$ cat src/hdl/acr_pkg.sv
package acr_pkg;

    // ------------------------------------------------------------
    // Register offsets
    // ------------------------------------------------------------
    localparam logic [7:0] ADDR_ADC_CONTROL = 8'h01;
    localparam logic [7:0] ADDR_DAC_CONTROL = 8'h02;
    localparam logic [7:0] ADDR_LEFT_VOLUME = 8'h03;
    localparam logic [7:0] ADDR_RIGHT_VOLUME = 8'h04;
    localparam logic [7:0] ADDR_SERIAL_PORT_FORMAT = 8'h05;
    localparam logic [7:0] ADDR_CONVERTER_STATUS = 8'h06;
    localparam logic [7:0] ADDR_CLOCK_RATIO = 8'h07;
    localparam logic [7:0] REG_RESET = 8'h00;

    // ------------------------------------------------------------
    // Field positions and writable masks
    // ------------------------------------------------------------
    localparam int ADC_SLEEP_BIT = 7;
    localparam int ADC_R_HPB_BIT = 6;
    localparam int ADC_L_HPB_BIT = 5;
    localparam int ADC_R_SIL_BIT = 4;
    localparam int ADC_L_SIL_BIT = 3;
    localparam int ADC_TRIM_RST_BIT = 2;
    localparam int ADC_TRIM_BUSY_BIT = 1;
    localparam int ADC_CLK_FAULT_BIT = 0;
    localparam logic [7:0] ADC_WMASK = 8'hFC;
    localparam int DAC_ZRUN_BIT = 6;
    localparam int DAC_R_SIL_BIT = 5;
    localparam int DAC_L_SIL_BIT = 4;
    localparam int DAC_STYLE_BIT = 3;
    localparam logic [7:0] DAC_WMASK = 8'h7B;
    localparam logic [7:0] SPF_WMASK = 8'h7F;
    localparam logic [7:0] MCR_WMASK = 8'h03;

    // ------------------------------------------------------------
    // Level and timing constants
    // ------------------------------------------------------------
    localparam logic [7:0] VOL_MAX_CODE = 8'hE3;
    localparam logic [7:0] VOL_MUTE_CODE = 8'hE4;
    localparam logic [9:0] ZERO_RUN_LEN = 10'h200;
    localparam logic [9:0] ZC_TIMEOUT = 10'h200;
    localparam logic [5:0] RAMP_DIV_8 = 6'h08;
    localparam logic [5:0] RAMP_DIV_4 = 6'h04;
    localparam logic [5:0] RAMP_DIV_16 = 6'h10;
    localparam logic [5:0] RAMP_DIV_32 = 6'h20;
    localparam int CLK_HZ = 20000000;
    localparam int TRIM_MS = 50;
    localparam int TRIM_CYCLES = CLK_HZ / 1000 * TRIM_MS;

    // ------------------------------------------------------------
    // Types
    // ------------------------------------------------------------
    typedef enum logic [1:0] {
        ACR_RAMP_8 = 2'b00,
        ACR_RAMP_4 = 2'b01,
        ACR_RAMP_16 = 2'b10,
        ACR_RAMP_32 = 2'b11
    } acr_ramp_t;

    typedef enum logic [2:0] {
        ACR_TRIM_IDLE = 3'b001,
        ACR_TRIM_RUN = 3'b010,
        ACR_TRIM_DONE = 3'b100
    } acr_trim_state_t;

    typedef struct packed {
        logic adc_sleep;
        logic [1:0] highpass_bypass;
        logic [1:0] adc_silence;
        logic [1:0] tone_correction_select;
        logic bit_clock_edge_select;
        logic [1:0] output_word_format;
        logic [1:0] input_word_format;
        logic [1:0] master_clock_ratio;
    } acr_cfg_t;

endpackage

$ cat src/hdl/acr_regs.sv
// Contract
// - I2C mode reads back; SPI mode write only
// - adc_sleep puts ADC in low power
// - Per-channel high-pass bypass bits 6 and 5
// - Per-channel ADC silence bits 4 and 3
// - 50 ms offset trim after reset release
// - offset_trim_busy high during trim
// - clock_fault_flag shows clocking error
// - 512 static samples mute channel independently
// - DAC silence bits mute via chosen style
// - Style 0 ramps in 0.5 dB steps
// - ramp_rate picks 8, 4, 16, 32 frames
// - Style 1 zero crossing, 512-sample timeout
// - Code 0.5 dB each; above 227 mutes
// - tone_correction_select picks de-emphasis filter
// - bit_clock_edge_select picks bit clock edge
// - output_word_format picks output framing
// - input_word_format uses same coding
// - Level pending high until level applied
// - Sticky peak meters cleared by status read
// - master_clock_ratio only matters in master mode
`timescale 1ns/1ps
`default_nettype none

module acr_regs #(
    parameter int TRIM_CYCLES = acr_pkg::TRIM_CYCLES
) (
    input wire logic i_mclk,
    input wire logic i_nrst,
    input wire logic i_spi_mode,
    input wire logic i_wr,
    input wire logic i_rd,
    input wire logic [7:0] i_addr,
    input wire logic [7:0] i_wdata,
    output logic [7:0] o_rdata,
    input wire logic i_master_mode,
    input wire logic i_clock_error,
    input wire logic i_frame_tick,
    input wire logic [1:0] i_sample_valid,
    input wire logic [1:0] i_sample_static,
    input wire logic [1:0] i_zero_cross,
    input wire logic [5:0] i_peak_code,
    output acr_pkg::acr_cfg_t o_cfg,
    output logic [7:0] o_left_level,
    output logic [7:0] o_right_level,
    output logic [1:0] o_dac_mute,
    output logic o_trim_busy
);

    // ------------------------------------------------------------
    // Input synchronisers
    // ------------------------------------------------------------
    logic [2:0] meta;
    logic [2:0] sync;
    logic spi_mode;
    logic master_mode;
    logic clock_error;

    // Mode straps and clock fault come from outside this domain
    always_ff @(posedge i_mclk or negedge i_nrst)
    begin
        if (!i_nrst)
        begin
            meta <= 3'h0;
            sync <= 3'h0;
        end
        else
        begin
            meta <= {i_spi_mode, i_master_mode, i_clock_error};
            sync <= meta;
        end
    end
    assign spi_mode = sync[2];
    assign master_mode = sync[1];
    assign clock_error = sync[0];

    // ------------------------------------------------------------
    // Control registers
    // ------------------------------------------------------------
    logic [7:0] adc_control;
    logic [7:0] dac_control;
    logic [7:0] left_output_volume;
    logic [7:0] right_output_volume;
    logic [7:0] serial_port_format;
    logic [7:0] clock_ratio_control;
    logic [1:0] level_pending;
    logic [2:0] left_peak_meter;
    logic [2:0] right_peak_meter;
    logic trim_busy;
    logic status_read;

    // Host writes; reserved and read-only bits are masked off
    always_ff @(posedge i_mclk or negedge i_nrst)
    begin
        if (!i_nrst)
        begin
            adc_control <= acr_pkg::REG_RESET;
            dac_control <= acr_pkg::REG_RESET;
            left_output_volume <= acr_pkg::REG_RESET;
            right_output_volume <= acr_pkg::REG_RESET;
            serial_port_format <= acr_pkg::REG_RESET;
            clock_ratio_control <= acr_pkg::REG_RESET;
        end
        else if (i_wr)
        begin
            case (i_addr)
                acr_pkg::ADDR_ADC_CONTROL: adc_control <= i_wdata & acr_pkg::ADC_WMASK;
                acr_pkg::ADDR_DAC_CONTROL: dac_control <= i_wdata & acr_pkg::DAC_WMASK;
                acr_pkg::ADDR_LEFT_VOLUME: left_output_volume <= i_wdata;
                acr_pkg::ADDR_RIGHT_VOLUME: right_output_volume <= i_wdata;
                acr_pkg::ADDR_SERIAL_PORT_FORMAT: serial_port_format <= i_wdata & acr_pkg::SPF_WMASK;
                acr_pkg::ADDR_CLOCK_RATIO: clock_ratio_control <= i_wdata & acr_pkg::MCR_WMASK;
                default: ;
            endcase
        end
    end

    // Configuration outputs for the converter and serial port logic
    always_ff @(posedge i_mclk or negedge i_nrst)
    begin
        if (!i_nrst)
        begin
            o_cfg <= '0;
        end
        else
        begin
            o_cfg.adc_sleep <= adc_control[acr_pkg::ADC_SLEEP_BIT];
            o_cfg.highpass_bypass <= {adc_control[acr_pkg::ADC_R_HPB_BIT],
                adc_control[acr_pkg::ADC_L_HPB_BIT]};
            o_cfg.adc_silence <= {adc_control[acr_pkg::ADC_R_SIL_BIT],
                adc_control[acr_pkg::ADC_L_SIL_BIT]};
            o_cfg.tone_correction_select <= serial_port_format[6:5];
            o_cfg.bit_clock_edge_select <= serial_port_format[4];
            o_cfg.output_word_format <= serial_port_format[3:2];
            o_cfg.input_word_format <= serial_port_format[1:0];
            // Ratio forced to 256 Fs outside master mode; code 11 behaves as 00
            if (!master_mode || clock_ratio_control[1:0] == 2'b11)
                o_cfg.master_clock_ratio <= 2'b00;
            else
                o_cfg.master_clock_ratio <= clock_ratio_control[1:0];
        end
    end

    // ------------------------------------------------------------
    // Offset trim sequencer
    // ------------------------------------------------------------
    acr_pkg::acr_trim_state_t trim_state;
    logic [31:0] trim_count;

    // Starts once after reset release; only a reset re-arms it, trim on reset bit unused
    always_ff @(posedge i_mclk or negedge i_nrst)
    begin
        if (!i_nrst)
        begin
            trim_state <= acr_pkg::ACR_TRIM_IDLE;
            trim_count <= 32'h0000_0000;
        end
        else
        begin
            case (trim_state)
                acr_pkg::ACR_TRIM_IDLE:
                begin
                    trim_count <= 32'h0000_0000;
                    trim_state <= acr_pkg::ACR_TRIM_RUN;
                end
                acr_pkg::ACR_TRIM_RUN:
                begin
                    trim_count <= trim_count + 32'h0000_0001;
                    if (trim_count >= 32'(TRIM_CYCLES - 1))
                        trim_state <= acr_pkg::ACR_TRIM_DONE;
                end
                acr_pkg::ACR_TRIM_DONE: trim_state <= acr_pkg::ACR_TRIM_DONE;
                default: trim_state <= acr_pkg::ACR_TRIM_IDLE;
            endcase
        end
    end
    assign trim_busy = (trim_state != acr_pkg::ACR_TRIM_DONE);

    always_ff @(posedge i_mclk or negedge i_nrst)
    begin
        if (!i_nrst)
            o_trim_busy <= 1'b1;
        else
            o_trim_busy <= trim_busy;
    end

    // ------------------------------------------------------------
    // DAC level control, one lane per channel
    // ------------------------------------------------------------
    acr_pkg::acr_ramp_t ramp_rate;
    logic [5:0] ramp_div;
    logic [5:0] frame_count;
    logic ramp_step;
    logic [7:0] applied [2];
    logic [7:0] target [2];
    logic [1:0] dac_silence;
    logic [1:0] zero_mute;
    logic [1:0] written;

    assign ramp_rate = acr_pkg::acr_ramp_t'(dac_control[1:0]);
    assign dac_silence = {dac_control[acr_pkg::DAC_R_SIL_BIT], dac_control[acr_pkg::DAC_L_SIL_BIT]};
    assign written = {i_wr && i_addr == acr_pkg::ADDR_RIGHT_VOLUME,
        i_wr && i_addr == acr_pkg::ADDR_LEFT_VOLUME};

    // Step divider in frame clock periods
    always_comb
    begin
        case (ramp_rate)
            acr_pkg::ACR_RAMP_4: ramp_div = acr_pkg::RAMP_DIV_4;
            acr_pkg::ACR_RAMP_16: ramp_div = acr_pkg::RAMP_DIV_16;
            acr_pkg::ACR_RAMP_32: ramp_div = acr_pkg::RAMP_DIV_32;
            default: ramp_div = acr_pkg::RAMP_DIV_8;
        endcase
    end

    always_ff @(posedge i_mclk or negedge i_nrst)
    begin
        if (!i_nrst)
            frame_count <= 6'h00;
        else if (i_frame_tick)
            frame_count <= (frame_count + 6'h01 >= ramp_div) ? 6'h00 : frame_count + 6'h01;
    end
    assign ramp_step = i_frame_tick && (frame_count + 6'h01 >= ramp_div);

    genvar ch;
    generate
        for (ch = 0; ch < 2; ch++)
        begin : g_lane
            logic [9:0] run_count;
            logic [9:0] zc_count;

            // Zero-run detector on incoming samples
            always_ff @(posedge i_mclk or negedge i_nrst)
            begin
                if (!i_nrst)
                begin
                    run_count <= 10'h000;
                    zero_mute[ch] <= 1'b0;
                end
                else if (i_sample_valid[ch])
                begin
                    if (!i_sample_static[ch])
                    begin
                        run_count <= 10'h000;
                        zero_mute[ch] <= 1'b0;
                    end
                    else if (run_count >= acr_pkg::ZERO_RUN_LEN - 10'h001)
                        zero_mute[ch] <= dac_control[acr_pkg::DAC_ZRUN_BIT];
                    else
                        run_count <= run_count + 10'h001;
                end
            end

            // Target level: attenuation code or full mute
            always_comb
            begin
                if (dac_silence[ch] || zero_mute[ch])
                    target[ch] = acr_pkg::VOL_MUTE_CODE;
                else if ((ch == 0 ? left_output_volume : right_output_volume) > acr_pkg::VOL_MAX_CODE)
                    target[ch] = acr_pkg::VOL_MUTE_CODE;
                else
                    target[ch] = (ch == 0) ? left_output_volume : right_output_volume;
            end

            // Applied level moves by ramp or zero crossing
            always_ff @(posedge i_mclk or negedge i_nrst)
            begin
                if (!i_nrst)
                begin
                    applied[ch] <= acr_pkg::REG_RESET;
                    zc_count <= 10'h000;
                end
                else if (applied[ch] == target[ch])
                    zc_count <= 10'h000;
                else if (!dac_control[acr_pkg::DAC_STYLE_BIT])
                begin
                    if (ramp_step)
                        applied[ch] <= (applied[ch] < target[ch]) ? applied[ch] + 8'h01
                            : applied[ch] - 8'h01;
                end
                else if (i_sample_valid[ch])
                begin
                    zc_count <= zc_count + 10'h001;
                    if (i_zero_cross[ch] || zc_count >= acr_pkg::ZC_TIMEOUT - 10'h001)
                    begin
                        applied[ch] <= target[ch];
                        zc_count <= 10'h000;
                    end
                end
            end

            // Pending flag: a new write wins over completion
            always_ff @(posedge i_mclk or negedge i_nrst)
            begin
                if (!i_nrst)
                    level_pending[ch] <= 1'b0;
                else if (written[ch])
                    level_pending[ch] <= 1'b1;
                else if (applied[ch] == target[ch])
                    level_pending[ch] <= 1'b0;
            end

            always_ff @(posedge i_mclk or negedge i_nrst)
            begin
                if (!i_nrst)
                    o_dac_mute[ch] <= 1'b0;
                else
                    o_dac_mute[ch] <= (applied[ch] >= acr_pkg::VOL_MUTE_CODE);
            end
        end
    endgenerate

    always_ff @(posedge i_mclk or negedge i_nrst)
    begin
        if (!i_nrst)
        begin
            o_left_level <= acr_pkg::REG_RESET;
            o_right_level <= acr_pkg::REG_RESET;
        end
        else
        begin
            o_left_level <= applied[0];
            o_right_level <= applied[1];
        end
    end

    // ------------------------------------------------------------
    // Peak meters, sticky until status read
    // ------------------------------------------------------------
    assign status_read = i_rd && !spi_mode && i_addr == acr_pkg::ADDR_CONVERTER_STATUS;

    always_ff @(posedge i_mclk or negedge i_nrst)
    begin
        if (!i_nrst)
        begin
            left_peak_meter <= 3'h0;
            right_peak_meter <= 3'h0;
        end
        else
        begin
            // A new peak in the read cycle survives the clear
            if (status_read)
                left_peak_meter <= i_peak_code[2:0];
            else if (i_peak_code[2:0] > left_peak_meter)
                left_peak_meter <= i_peak_code[2:0];
            if (status_read)
                right_peak_meter <= i_peak_code[5:3];
            else if (i_peak_code[5:3] > right_peak_meter)
                right_peak_meter <= i_peak_code[5:3];
        end
    end

    // ------------------------------------------------------------
    // Read port
    // ------------------------------------------------------------
    logic [7:0] next_rdata;

    always_comb
    begin
        next_rdata = 8'h00;
        if (!spi_mode)
        begin
            case (i_addr)
                acr_pkg::ADDR_ADC_CONTROL: next_rdata = adc_control
                    | {6'h00, trim_busy, clock_error};
                acr_pkg::ADDR_DAC_CONTROL: next_rdata = dac_control;
                acr_pkg::ADDR_LEFT_VOLUME: next_rdata = left_output_volume;
                acr_pkg::ADDR_RIGHT_VOLUME: next_rdata = right_output_volume;
                acr_pkg::ADDR_SERIAL_PORT_FORMAT: next_rdata = serial_port_format;
                acr_pkg::ADDR_CONVERTER_STATUS: next_rdata = {level_pending[1], level_pending[0],
                    right_peak_meter, left_peak_meter};
                acr_pkg::ADDR_CLOCK_RATIO: next_rdata = clock_ratio_control;
                default: next_rdata = 8'h00;
            endcase
        end
    end

    always_ff @(posedge i_mclk or negedge i_nrst)
    begin
        if (!i_nrst)
            o_rdata <= 8'h00;
        else if (i_rd)
            o_rdata <= next_rdata;
    end

endmodule

`default_nettype wire

$ cat config.mk
export PLATFORM = sky130hd
export DESIGN_NAME = acr_regs
export DESIGN_NICKNAME = d
export VERILOG_FILES = /design/src/hdl/acr_pkg.sv /design/src/hdl/acr_regs.sv
export SDC_FILE = /design/constraint.sdc
export NUM_CORES = 1
export LEC_CHECK = 0
export ABC_AREA = 0
export BUFFER_PORTS_ARGS = -buffer_cell sky130_fd_sc_hd__buf_2
export CORE_ASPECT_RATIO = 1.4
export CORE_UTILIZATION = 56
export CTS_CLUSTER_SIZE = 25
export DETAILED_ROUTE_END_ITERATION = 6
export PLACE_DENSITY = 0.75
export SYNTH_ARGS = -nofsm -noshare
export SYNTH_HDL_FRONTEND = slang
export SYNTH_SLANG_ARGS = --single-unit
$ cat constraint.sdc
create_clock -name i_mclk -period 5.5 [get_ports i_mclk]
set_clock_uncertainty 0.05 [all_clocks]
set_input_delay 0.55 -clock i_mclk [delete_from_list [all_inputs] [get_ports i_mclk]]
set_output_delay 0.55 -clock i_mclk [all_outputs]
set_load 0.02 [all_outputs]
After elaboration in Yosys (flattened, before gate mapping). Cells that the tools add are included.

Add/sub/neg operators: 10. Order comparisons: 14. Eq/ne operators: 26. Multiplexer cells: 46. Bitwise operators: 3. Reduce and logical (&&, ||, !) cells: 36.

Operators with widths (number): 10-bit 2-to-1 mux (12); 8-bit 2-to-1 mux (15); 32-bit case mux with 2 select lines (1); 8-bit case mux with 7 select lines (1); 10-bit by 1-bit adder with 10-bit output (second input constant) (4); 10-bit by 9-bit greater-or-equal comparator with 1-bit output (second input constant) (4); 32-bit by 1-bit adder with 32-bit output (second input constant) (1); 8-bit by 3-bit == test with 1-bit output (second input constant) (4); 32-bit by 20-bit greater-or-equal comparator with 1-bit output (second input constant) (1); 2-bit AND reduction (12); 2-bit nonzero test (10); 6-bit case mux with 3 select lines (1); 8-bit by 1-bit adder with 8-bit output (second input constant) (2); 8-bit by 2-bit == test with 1-bit output (second input constant) (2); 8-bit == test (2); 8-bit greater-or-equal comparator (second input constant) (2); 8-bit greater-than comparator (second input constant) (2); 8-bit < comparator (2); 8-bit by 1-bit subtractor with 8-bit output (second input constant) (2); 3-bit 2-to-1 mux (5); 2-bit != test (second input constant) (5); 3-bit case mux with 3 select lines (1); 8-bit by 1-bit == test with 1-bit output (second input constant) (1); 1-bit 2-to-1 mux (8); other kinds (18) (35).

Flip-flop bits (word level): 191. Input port bits: 36. Output and inout bits: 41. Word-level logic and storage cells: 172.

Longest topological paths before layout.
Depth in word-level cells: 7. Gate-level depth with buffers: 15. Mapped depth without buffers: 15.

Worst setup path before layout. Ideal clock, no wire load.

Path type: reg-to-reg. Start point: register right_output_volume[4]. End point: register applied[7] (netlist name). Library setup time: 0.128 ns. Arrival time: 3.792 ns. Required time: 5.322 ns. Setup slack: 1.530 ns. Stages on the path, launching flop included: 15. Path buffers: 0. Clock period less this slack: 3.970 ns. Cells stage by stage: dfrtp_1 -> or3_1 -> a41oi_1 -> nand2_1 -> ha_1 -> a21oi_1 -> a31oi_1 -> a211o_1 -> ha_1 -> and3_1 -> a221o_1 -> o41ai_1 -> xnor2_1 -> mux2i_1 -> nand3_1.

Longest elaborated chain between the ends: 7. Elaborated cells between the ends (all ways): 12. Classes of those cells: 2 x order compare; 1 x eq/ne; 7 x mux; 1 x bitwise; 1 x reduce/logical.

RTL lines: from (decl) (RTL line acr_regs.sv:83) `logic [7:0] right_output_volume;`; from (signal assigned) (RTL line acr_regs.sv:100) `right_output_volume <= acr_pkg::REG_RESET;`; from (signal assigned) (RTL line acr_regs.sv:110) `acr_pkg::ADDR_RIGHT_VOLUME: right_output_volume <= i_wdata;`; 8-bit greater-than comparator (RTL line acr_regs.sv:259) `else if ((ch == 0 ? left_output_volume : right_output_volume) > acr_pkg::VOL_MAX_CODE)`; 8-bit 2-to-1 mux * (RTL line acr_regs.sv:259); 8-bit 2-to-1 mux * (RTL line acr_regs.sv:257) `if (dac_silence[ch] || zero_mute[ch])`; 8-bit < comparator (RTL line acr_regs.sv:278) `applied[ch] <= (applied[ch] < target[ch]) ? applied[ch] + 8'h01`; 8-bit 2-to-1 mux (RTL line acr_regs.sv:278); 8-bit 2-to-1 mux (RTL line acr_regs.sv:277) `if (ramp_step)`; 8-bit 2-to-1 mux (RTL line acr_regs.sv:275) `else if (!dac_control[acr_pkg::DAC_STYLE_BIT])`; to (signal, indexed assignment) (RTL line acr_regs.sv:270) `applied[ch] <= acr_pkg::REG_RESET;`; to (signal, indexed assignment) (RTL line acr_regs.sv:278); to (signal, indexed assignment) (RTL line acr_regs.sv:286) `applied[ch] <= target[ch];`; to (decl) (RTL line acr_regs.sv:194) `logic [7:0] applied [2];`.

Mark *: on every way between the ends. The rest lies on a longest branch, timed or not. The select of a mux whose other input is x is not followed. A chain may end at the register's enable or synchronous reset.

Worst setup path after layout. Same ends and word-level chain as after synthesis.

==> impl_metrics.ini <==
[synthesis]
yosys_warnings = 0
synth_edf_count = 0
synth_cell_types = 70
syn_nets = 1050
yosysMostFrequentCell = dfrtp_1
yosysTopAreaCell = dfrtp_1
synth-seq-cells = 191
synth_seq_area_share_pct = 48.7
synth_cells = 965
synth_ff_type = dfrtp_1
async_flop_share_pct = 100
netlist_area_um2 = 9820
netlist.area_leader.share_pct = 48.1
synth.area.top_cells = dfrtp_1, ha_1, mux2_2, nand2_1, o21ai_0
synthTopCellsByCount = dfrtp_1, nand2_1, nor2_1
avgSynthCellArea_um2 = 10.2

[clocking]
h-tree-depth = 4
cts_tree = done
clock_latency_ns = 0.43
post_cts_buffers = 0
cts-hold-fix-buffers = 0
cts_sinks = 191
clk_pin_slew_ns = 0.07
cts_resized = 0
clock_path_buffers = 2
cts-root-buf = clkbuf_16
numCtsBuffers = 17

[floorplanning]
core_um2 = 17000
row_count = 56
initial_utilization_pct = 57.9
die_height_um = 159
dieArea_um2 = 18100
pin_count = 77
die_w_um = 114

[layout]
fin_nets = 1117
drive_gt1_share_pct = 17.9
layout.cells.non_filler = 1277
antenna-diode-count = 0
fin_area_um2 = 11000
syn2layout_area_growth_pct = 11.9

[timing]
maxSlewHeadroom_pct = 35.5
post-route-min-period_ns = 4.36
timing.final.ws_setup_ns = 1.14
rsz0062_at_grt = no
tns_ns = 0
finalCritPeriodShare_pct = 79.3
setup_viol = 0
tightest_slew_ns = 0.966
drv_slew = 0
hold-worst-slack_ns = 0.0702
fmax_mhz = 229
hold_violations = 0

[global_route]
overflow = 0
grt_use_met1_pct = 31.5
grt_pass1_vias = 7332
antenna_found_initial = 0
grt_pass1_wl_um = 34900
grt_max_degree = 75
grtUsageMet2_pct = 38.9
use_met3_pct = 3.70
busiest_layer = met2
track_usage_pct = 23.9

[pwr]
leakagePower_nw = 5.14
irDropWorstVdd_uv = 238
power.density_nw_per_um2 = 414

[critical_path]
worstPathArrival_ns = 4.62
r2r_setup_slack_ns = 1.14
cp-startpoint = right_output_volume[4]
reg2reg_depth = 14
cp.required_ns = 5.76
worstSetupPathType = reg -> reg
crit_path_end_kind = flop
timing.rr.end = applied[7]
critPathMaxFanout = 9
cp_common_cell = ha_1
timing.rr.start = right_output_volume[4]
critical-path-slowest-cell = a41oi_1
crit_chain = or3_1, a41oi_1, nor2b_1, ha_1, nand4b_1, a31oi_1, a211o_1, ha_1, and3_1, a221o_1, o41ai_1, xnor2_1, mux2i_1, nand3_1
worstSetupStartpointType = flop
cp_slowest_stage_delay_ns = 0.53

[place]
placed_cell_area_um2 = 10400
gp_congestion = 0.804
port_buffers = 76
place_inst = 1245
hpwl_um = 14300
pre_cts_slack_ns = 1.14

[worst_hold_path]
hold_class = in -> async

[routing]
drt.antenna.violating_nets = 0
drc_errors = 0
wire_per_inst_um = 15.8
drt-total-wl_um = 20200
drt-initial-drc-count = 414
via_per_inst = 5.85
drtPass1Iterations = 5
num_vias = 7471

[status]
run_status = complete, no violations

[job]
cap_violations = 0
[cells by family (layout without fill, tap and decap cells)]
| logic type | Yosys count | count (layout) | share of synthesized area, % |
|---|---|---|---|
| buffers and inverters | 69 | 149 | 2.88 |
| flip-flops | 191 | 191 | 48.7 |
| AO/OA/AOI/OAI | 214 | 214 | 14.0 |
| AND/OR/NAND/NOR | 340 | 340 | 17.3 |
| adder cells (fa/ha/maj) | 49 | 49 | 6.39 |
| XOR/XNOR | 25 | 25 | 2.23 |
| multiplexers | 77 | 77 | 8.50 |
[worst max-delay path, delay by kind of cell, from the launching register on]
kind | cells | cell delay (ns)
flops | 1 | 0.42
compound gates | 5 | 1.70
simple gates | 5 | 1.02
mux | 1 | 0.20
xor+xnor | 1 | 0.18
fa+ha+maj | 2 | 0.67
[layer usage]
metal | up-vias | part of all wire, % | routed length (um)
met1 | 3674 | 45 | 9200
met5 | - | 0 | 0
li1 | 3622 | - | -
met3 | 45 | 2.9 | 595
met4 | 0 | 2.8 | 575
met2 | 130 | 49 | 9850
[metrics by stage]
stage          utilization (%)  total power [W]
2_1_floorplan                -          0.00294
6_report                  64.8          0.00455
5_1_grt                   64.8          0.00486
3_5_place_dp              61.3          0.00333
3_3_place_gp              61.3          0.00330
4_1_cts                   64.8          0.00460
[power breakdown]
| part | total [W] | internal [W] | switching (W) |
|---|---|---|---|
| clock network | 0.00124 | 0.000712 | 0.000530 |
| registers | 0.00179 | 0.00160 | 0.000189 |
| logic | 0.00152 | 0.000689 | 0.000836 |
| total | 0.00455 | 0.00300 | 0.00156 |
[state kept, by name, summed over array words and instances, names as in the netlist, 7 cells and up]
register	flops
g_lane.run_count	20
o_rdata	8
left_output_volume	8
o_right_level	8
o_cfg	14
g_lane.zc_count	20
o_left_level	8
serial_port_format	7
applied	16
right_output_volume	8
trim_count	32
[final cells by class]
type	count	area (um2)
fill	1374	5970
clock buffer	21	470
sequential	191	4780
multi-input combinational	705	4760
inverter	37	139
timing repair buffer	80	419
clock inverter	11	130
tap	232	290
[how the worst max path moves through the flow]
| stage | endpoint | slack [ns] | depth (start not counted) |
|---|---|---|---|
| finish | applied[7] | 1.14 | 14 |
| global route | applied[7] | 0.88 | 14 |
| CTS | applied[7] | 1.12 | 14 |
| detailed placement | applied[7] | 1.14 | 14 |
| global placement | applied[7] | 1.23 | 14 |
| floorplan | applied[7] | 1.53 | 14 |
[cell usage in the layout, fill, tap and decap left out, types with 11 or more instances in the layout]
cell type and instances:
mux2_2 51, a21oi_1 52, dfrtp_1 189, o211ai_1 12, o31ai_1 11, clkbuf_16 17
nand3_1 45, nor3_1 15, xnor2_1 13, buf_2 75, nand4_1 12, o22ai_1 12
inv_1 37, ha_1 47, xor2_1 12, mux2i_1 26, o21ai_0 60, nor2_1 71
nand2_1 103, a31oi_1 12, and3_1 23
Power figures use the tool's default switching activity.
